`config.mk`:
```
export PLATFORM = sky130hd
export DESIGN_NAME = itc_top
export DESIGN_NICKNAME = d
export VERILOG_FILES = /design/src/logic/itc_pkg.sv /design/src/logic/itc_tick_if.sv /design/src/logic/itc_prescaler.sv /design/src/logic/itc_top.sv
export SDC_FILE = /design/constraint.sdc
export NUM_CORES = 1
export LEC_CHECK = 0
export BUFFER_PORTS_ARGS = -buffer_cell sky130_fd_sc_hd__buf_2
export CORE_ASPECT_RATIO = 1.5
export CORE_UTILIZATION = 54
export DETAILED_ROUTE_END_ITERATION = 10
export HOLD_SLACK_MARGIN = 0.1
export PLACE_DENSITY = 0.88
export SYNTH_ARGS = -nofsm -noshare
export SYNTH_HDL_FRONTEND = slang
export SYNTH_SLANG_ARGS = --single-unit
```
`constraint.sdc`:
```
create_clock -name clk -period 3.8 [get_ports clk]
set_input_delay 0.38 -clock clk [delete_from_list [all_inputs] [get_ports clk]]
set_output_delay 0.38 -clock clk [all_outputs]
set_load 0.02 [all_outputs]
```
`src/logic/itc_pkg.sv`:
```
// itc_pkg: register map, field layout, reset values and timing constants of the interval timer / clock generator.
// assumes a 32-bit avalon-mm slave with word addressing at byte offsets.
package itc_pkg;
  localparam int ADDR_W = 12;
  localparam logic [11:0] OFF_COUNT_CTRL = 12'h0e6;
  localparam logic [11:0] OFF_SYSCLK_MODE = 12'h0e8;
  localparam logic [11:0] OFF_IRQ_STATUS = 12'h0ec;
  localparam logic [11:0] OFF_IRQ_MASK = 12'h0f0;
  localparam logic [11:0] OFF_STOP_CTRL = 12'h0f4;
  localparam int SEL_LSB = 0;
  localparam int SEL_MSB = 2;
  localparam int CLR_BIT = 3;
  localparam logic [2:0] SEL_RESET = 3'h7;
  localparam logic [3:0] MODE_RESET = 4'h0;
  localparam int MODE_MAIN_STOP = 0;
  localparam int MODE_SUB_SEL = 1;
  localparam int PRE_SHIFT_BASE = 3;
  localparam int PRE_W = 10;
  localparam int PDIV_W = 12;
  localparam logic [7:0] COUNT_MAX = 8'hff;
  // two events: overflow and stop-mode exit
  localparam int IRQ_W = 2;
  localparam int IRQ_OVF = 0;
  localparam int IRQ_WAKE = 1;
  typedef enum logic [1:0] {ITC_IDLE = 2'b00, ITC_RESP = 2'b01} itc_bus_e;
endpackage : itc_pkg

```
`src/logic/itc_tick_if.sv`:
```
// itc_tick_if: prescaler select in, prescaled tick out, between top and divider.
// assumes one clock domain.
`timescale 1ns/1ps
interface itc_tick_if;
  logic [2:0] sel;
  logic run;
  logic tick;
  logic [11:0] pdiv;
  modport ctl (output sel, output run, input tick, input pdiv);
  modport div (input sel, input run, output tick, output pdiv);
endinterface : itc_tick_if

```
`src/logic/itc_prescaler.sv`:
```
// itc_prescaler: free divider chain of the main clock, tick select and peripheral divide taps.
// assumes clk is the main clock; run low gates the chain (stop mode).
`timescale 1ns/1ps
module itc_prescaler
  import itc_pkg::*;
(
  // clock and reset
  input wire logic clk,
  input wire logic resetn,
  // control
  itc_tick_if.div tk
);
  logic [PDIV_W-1:0] cnt_reg;
  logic [PDIV_W-1:0] cnt_next;
  logic [PDIV_W-1:0] carry;
  logic tick_reg;
  wire [3:0] tap_idx = 4'(tk.sel) + 4'(PRE_SHIFT_BASE);
  assign cnt_next = cnt_reg + 12'h001;
  // a tap divides by 2^n when its lower bits roll over
  genvar g;
  generate
    for (g = 0; g < PDIV_W; g++)
    begin : g_carry
      assign carry[g] = &cnt_reg[g:0];
    end
  endgenerate
  always_ff @(posedge clk or negedge resetn)
  begin
    if (!resetn)
    begin
      cnt_reg <= 12'h000;
      tick_reg <= 1'b0;
    end
    else if (tk.run)
    begin
      cnt_reg <= cnt_next;
      tick_reg <= carry[tap_idx - 4'h1];
    end
    else
      tick_reg <= 1'b0;
  end
  assign tk.tick = tick_reg;
  assign tk.pdiv = cnt_reg & {PDIV_W{tk.run}};
endmodule : itc_prescaler

```
`src/logic/itc_top.sv`:
```
// itc_top: interval timer with shared count/control address, system clock mode and irq over avalon-mm.
// assumes clk is the main clock and the cpu raises stop_req while executing its stop instruction.
//
// Chosen here: register access over Avalon-MM.
`timescale 1ns/1ps
module itc_top
  import itc_pkg::*;
(
  // clock and reset
  input wire logic clk,
  input wire logic resetn,
  // avalon-mm slave
  input wire logic [itc_pkg::ADDR_W-1:0] avs_address,
  input wire logic avs_read,
  input wire logic avs_write,
  input wire logic [31:0] avs_writedata,
  output logic [31:0] avs_readdata,
  output logic avs_waitrequest,
  // cpu side
  input wire logic stop_req,
  input wire logic irq_ack,
  // clock generator outputs and irq
  output logic sub_clk_sel,
  output logic main_osc_en,
  output logic [1:0] sys_clk_choice,
  output logic periph_clk_en,
  output logic [itc_pkg::PDIV_W-1:0] periph_div_taps,
  output logic irq
);
  import itc_pkg::*;

  itc_tick_if tk ();
  itc_bus_e bus_reg;
  logic [7:0] count_reg;
  logic [2:0] sel_reg;
  logic clr_reg;
  logic [3:0] mode_reg;
  logic [IRQ_W-1:0] stat_reg;
  logic [IRQ_W-1:0] stat_next;
  logic [IRQ_W-1:0] mask_reg;
  logic stop_reg;
  logic [2:0] stop_sync_reg;
  logic [31:0] rdata_reg;
  logic [PDIV_W-1:0] taps_reg;
  logic irq_reg;

  function automatic logic hit(input logic [ADDR_W-1:0] a, input logic [11:0] off);
    hit = (a == off[ADDR_W-1:0]);
  endfunction : hit

  // one wait cycle per access: the answer comes the edge after the request is seen
  wire req = (avs_read | avs_write) & (bus_reg == ITC_IDLE);
  wire wr = avs_write & req;
  wire rd = avs_read & req;
  wire wr_ctrl = wr & hit(avs_address, OFF_COUNT_CTRL);
  wire wr_mode = wr & hit(avs_address, OFF_SYSCLK_MODE);
  wire wr_mask = wr & hit(avs_address, OFF_IRQ_MASK);
  wire rd_stat = rd & hit(avs_address, OFF_IRQ_STATUS);
  // stop_req is a pin from the cpu core: take it after three flops, change on agreement of the last two
  wire stop_seen = (stop_sync_reg[2] == stop_sync_reg[1]) ? stop_sync_reg[1] : stop_reg;
  wire wake_evt = stop_reg & ~stop_seen;
  wire ovf_evt = tk.tick & ~clr_reg & (count_reg == COUNT_MAX);
  wire [IRQ_W-1:0] evt = {wake_evt, ovf_evt};
  wire [IRQ_W-1:0] ack_clr = {1'b0, irq_ack};

  // set wins over a read clear or an acknowledge in the same cycle
  assign stat_next = (stat_reg & ~(rd_stat ? {IRQ_W{1'b1}} : ack_clr)) | evt;

  wire [31:0] rd_mux =
    hit(avs_address, OFF_COUNT_CTRL) ? {24'h0, count_reg} :
    hit(avs_address, OFF_SYSCLK_MODE) ? {28'h0, mode_reg} :
    hit(avs_address, OFF_IRQ_STATUS) ? {30'h0, stat_reg} :
    hit(avs_address, OFF_IRQ_MASK) ? {30'h0, mask_reg} :
    hit(avs_address, OFF_STOP_CTRL) ? {31'h0, stop_reg} : 32'h0;

  assign tk.sel = sel_reg;
  assign tk.run = ~stop_reg;

  itc_prescaler u_pre (
    .clk(clk),
    .resetn(resetn),
    .tk(tk)
  );

  always_ff @(posedge clk or negedge resetn)
  begin
    if (!resetn)
      bus_reg <= ITC_IDLE;
    else
    begin
      case (bus_reg)
        ITC_IDLE: if (avs_read | avs_write) bus_reg <= ITC_RESP;
        ITC_RESP: bus_reg <= ITC_IDLE;
        default: bus_reg <= ITC_IDLE;
      endcase
    end
  end

  always_ff @(posedge clk or negedge resetn)
  begin
    if (!resetn)
      rdata_reg <= 32'h0;
    else if (rd)
      rdata_reg <= rd_mux;
  end

  // counter: no enable bit exists, only clear and tick act on it
  always_ff @(posedge clk or negedge resetn)
  begin
    if (!resetn)
      count_reg <= 8'h00;
    else if (clr_reg)
      count_reg <= 8'h00;
    else if (tk.tick)
      count_reg <= count_reg + 8'h01;
  end

  always_ff @(posedge clk or negedge resetn)
  begin
    if (!resetn)
    begin
      sel_reg <= SEL_RESET;
      clr_reg <= 1'b0;
    end
    else if (wr_ctrl)
    begin
      sel_reg <= avs_writedata[SEL_MSB:SEL_LSB];
      clr_reg <= avs_writedata[CLR_BIT];
    end
    else
      clr_reg <= 1'b0;
  end

  always_ff @(posedge clk or negedge resetn)
  begin
    if (!resetn)
    begin
      mode_reg <= MODE_RESET;
      mask_reg <= '0;
      stat_reg <= '0;
    end
    else
    begin
      if (wr_mode)
        mode_reg <= avs_writedata[3:0];
      if (wr_mask)
        mask_reg <= avs_writedata[IRQ_W-1:0];
      stat_reg <= stat_next;
    end
  end

  always_ff @(posedge clk or negedge resetn)
  begin
    if (!resetn)
    begin
      stop_sync_reg <= 3'h0;
      stop_reg <= 1'b0;
    end
    else
    begin
      stop_sync_reg <= {stop_sync_reg[1:0], stop_req};
      stop_reg <= stop_seen;
    end
  end

  // clock generator outputs and irq all registered; avs_waitrequest is decoded from bus_reg
  always_ff @(posedge clk or negedge resetn)
  begin
    if (!resetn)
    begin
      sub_clk_sel <= 1'b0;
      main_osc_en <= 1'b1;
      sys_clk_choice <= 2'h0;
      periph_clk_en <= 1'b1;
      taps_reg <= '0;
      irq_reg <= 1'b0;
    end
    else
    begin
      sub_clk_sel <= mode_reg[MODE_SUB_SEL];
      // the main oscillator may only stop while the sub clock drives the system
      main_osc_en <= ~(mode_reg[MODE_SUB_SEL] & mode_reg[MODE_MAIN_STOP]);
      sys_clk_choice <= mode_reg[3:2];
      periph_clk_en <= ~stop_reg;
      taps_reg <= tk.pdiv;
      irq_reg <= |(stat_next & mask_reg);
    end
  end

  assign periph_div_taps = taps_reg;
  assign irq = irq_reg;
  assign avs_readdata = rdata_reg;
  assign avs_waitrequest = ~(bus_reg == ITC_RESP);
endmodule : itc_top
```
==> impl_results.md <==
- Run status: completed
- Crit path buffers/inverters: 0
- Layout cells sized above 1: 0.268
- Routed wl met2: 2920 um
- Layout Area Growth over Synthesis: 13.7%
- CP cell instances: ha_1, nand2_1, nor2_1, and3_1, ha_1, mux2_2
- Post-layout minimum cycle time: 1810 ps
- Startpoint Class: flop
- CP dominant cell by count: ha_1
- Main combinational cell family by area after synthesis: simple AND/OR/NAND/NOR gates
- CTS tree: done
- #FFs+latches synth: 64
- DRC errors left: 0
- Hold_buf cts: 0
- Max layer used: met4
- Via count: ~2100
- Final Wtd Congestion: 0.883
- Drt first-iter violations: 147
- Slew HR: 0.451
- All-Layer GR Usage: 0.202
- Ys flop type: dfrtp_1
- Simple-gate area share of the yosys netlist: 0.189
- Pwr per Cell Area: slightly above 500 nW/um^2
- Mux share of post-synthesis cell area: 0.0633
- Final setup fails: 0
- Mapped Area: 3020 sq um
- Routed wire length: 5550 um
- Total CTS buffers: 9
- Ant diodes: 0
- Synth Area in XOR/XNOR: 0.0376
- Die H: 93.7 um
- Drt pass-1 iters: 4
- Critical path class: flop to flop
- Buffer count from post-CTS setup fixing: 0
- HP Class: input port to flop
- Crit Path Max Fanout: 6
- CTS Sinks: 64
- Final slew viol count: 0
- Post-synth ARST share: 1.00
- DIE AREA: 5910 sq um
- Critical Path End Type: flop
- Peak Freq: 0.551 GHz
- Pin count of the biggest net entering global routing: 65
- Period utilization: 0.477
- Synthesis Warnings: 0
- # H-tree levels: 3
- Synth Area per Inst: 11.2 sq um
- Post-Synth Adder-Cell Area: 0.0281
- Vias in the first global route: ~1900
- Worst-Skew Late Latency: 340 ps
- Synth cell types: 47
- Ports: 101
- Core area: 5450 sq um
- Setup TNS: 0 ps
- Clock Path Buffers: 2
- Root Driver: clkbuf_8
- Leak Pwr: approximately 1.7 nW
- Clock-pin slew on the worst setup and hold paths: roughly 60 ps
- Critical Path AT: roughly 2000 ps
- CP required: 4030 ps
- Port Buffer Count: 48
- # rows: 33
- VDD IR max: 0.000367 V
- Post-DP HPWL: just under 4000 um
- CP max stage delay: 460 ps
- Initial core utilization: 0.555
- Critical path's top delay family: adder cells
- Gate Count Post-Synth: 271
- Grt total ovfl: 0
- Average wire per standard cell: 13.9 um
- Cells resized by post-CTS repair: 0
- Metal3 WL: 231 um
- Post-synthesis compound-gate area fraction: 0.0666
- Routed Antenna Nets: 0
- Final Skew: 5.90 ps
- Post-synth EDFFs: 0
- First-pass GRT wire length: about 8900 um
- Nets: 379
- Register area share after synthesis: 0.532
- Vias per cell: 5.24
- Met1 wire length: 2240 um
- Initial antenna violation count: 0
- Max-cap viol count: 0
- Unrepaired setup endpoints after global routing: false
- Final core occ: 0.631
- Width of the die: 63.1 um
- Critical-path top delay cell: dfrtp_1
- Worst slew pin tran: around 820 ps
- Final hold vios: 0
## final timing paths
kind	from	end	slack [ps]	depth (start not counted)
setup / recovery	u_pre.cnt_reg[0]	u_pre.cnt_reg[8]	1990	6
hold / removal	stop_req	stop_sync_reg[0]	140	1
setup reg to reg	u_pre.cnt_reg[0]	u_pre.cnt_reg[8]	1990	6
hold reg to reg	stop_sync_reg[0]	stop_sync_reg[1]	370	0
max in group asynchronous	resetn	u_pre.cnt_reg[10]	3100	2
min in group asynchronous	resetn	stop_reg	190	2
## power by group
group	total (W)	switching, W	internal, W
Sequential	0.000871	0.000101	0.000770
Clock	0.000606	0.000252	0.000355
Combinational	0.000306	0.000172	0.000134
Total	0.00178	0.000524	0.00126
## layout by cell type, fill, tap and decap left out, types with 3 or more instances in the layout
cell type  instances
mux2_4             4
nand4b_1           3
nand3_1           11
a21oi_1            4
and3_1             5
nand2b_1           6
o21ai_0            9
inv_1              8
nand2_1           21
dfstp_2            5
dfrtp_1           59
xor2_1             8
o22ai_1            5
nor3_1             3
xnor2_1            5
nor2_1            15
o31ai_1            3
mux2_2             9
mux2i_1            3
nand4_1            5
nor2b_1           15
conb_1            24
clkbuf_8          12
ha_1               6
buf_2             48
## cell usage after synthesis, types with 6 or more instances
master / count / area, sq um
buf_4: 25 / 188
dfrtp_1: 59 / 1480
ha_1: 6 / 75.1
inv_1: 8 / 30.0
mux2_2: 9 / 101
nand2_1: 21 / 78.8
nand2b_1: 6 / 37.5
nand3_1: 11 / 55.1
nor2_1: 15 / 56.3
nor2b_1: 15 / 93.8
o21ai_0: 9 / 45.0
xor2_1: 8 / 70.1
## worst reg2reg max path: cells and delay by family (launching register included)
family / cells / cell delay, ps
and+or+nand+nor: 3 / 470
DFF: 1 / 460
muxes: 1 / 250
adders and majority gates: 2 / 520
## cells by family after synthesis
kind of cell | Yosys count
other cells | 1
buf+inv | 39
flops | 64
fa+ha+maj | 7
simple gates | 100
xor+xnor | 13
mux | 16
compound gates | 31
## layer usage
layer | track usage | vias up
met1 | 0.227 | 1004
met2 | 0.340 | 71
met3 | 0.0461 | 14
met4 | 0.132 | 0
li1 | - | 998
met5 | 0 | -
## final cells by class
cell class	count	area, sq um
Clock buffer	13	169
Clock inverter	3	40.0
Fill cell	466	2010
Inverter	8	30.0
Multi-Input combinational cell	191	1250
Sequential cell	64	1610
Tap cell	70	87.6
Timing Repair Buffer	49	248
## stage by stage
step / total power, W / cell area [sq um] / hold WS, ps / worst slack, ps / std cells
final: 0.00178 / 3440 / 141 / 1990 / 398
after CTS: 0.00180 / 3440 / 129 / 1990 / 398
after floorplan: 0.00109 / 3110 / 84.4 / 2010 / 294
after global placement: 0.00117 / 3230 / 336 / 1780 / 382
after detailed placement: 0.00119 / 3230 / 342 / 1760 / 382
after global routing: 0.00188 / 3440 / 131 / 1830 / 398
No activity file was read; power rests on OpenSTA's default activity.
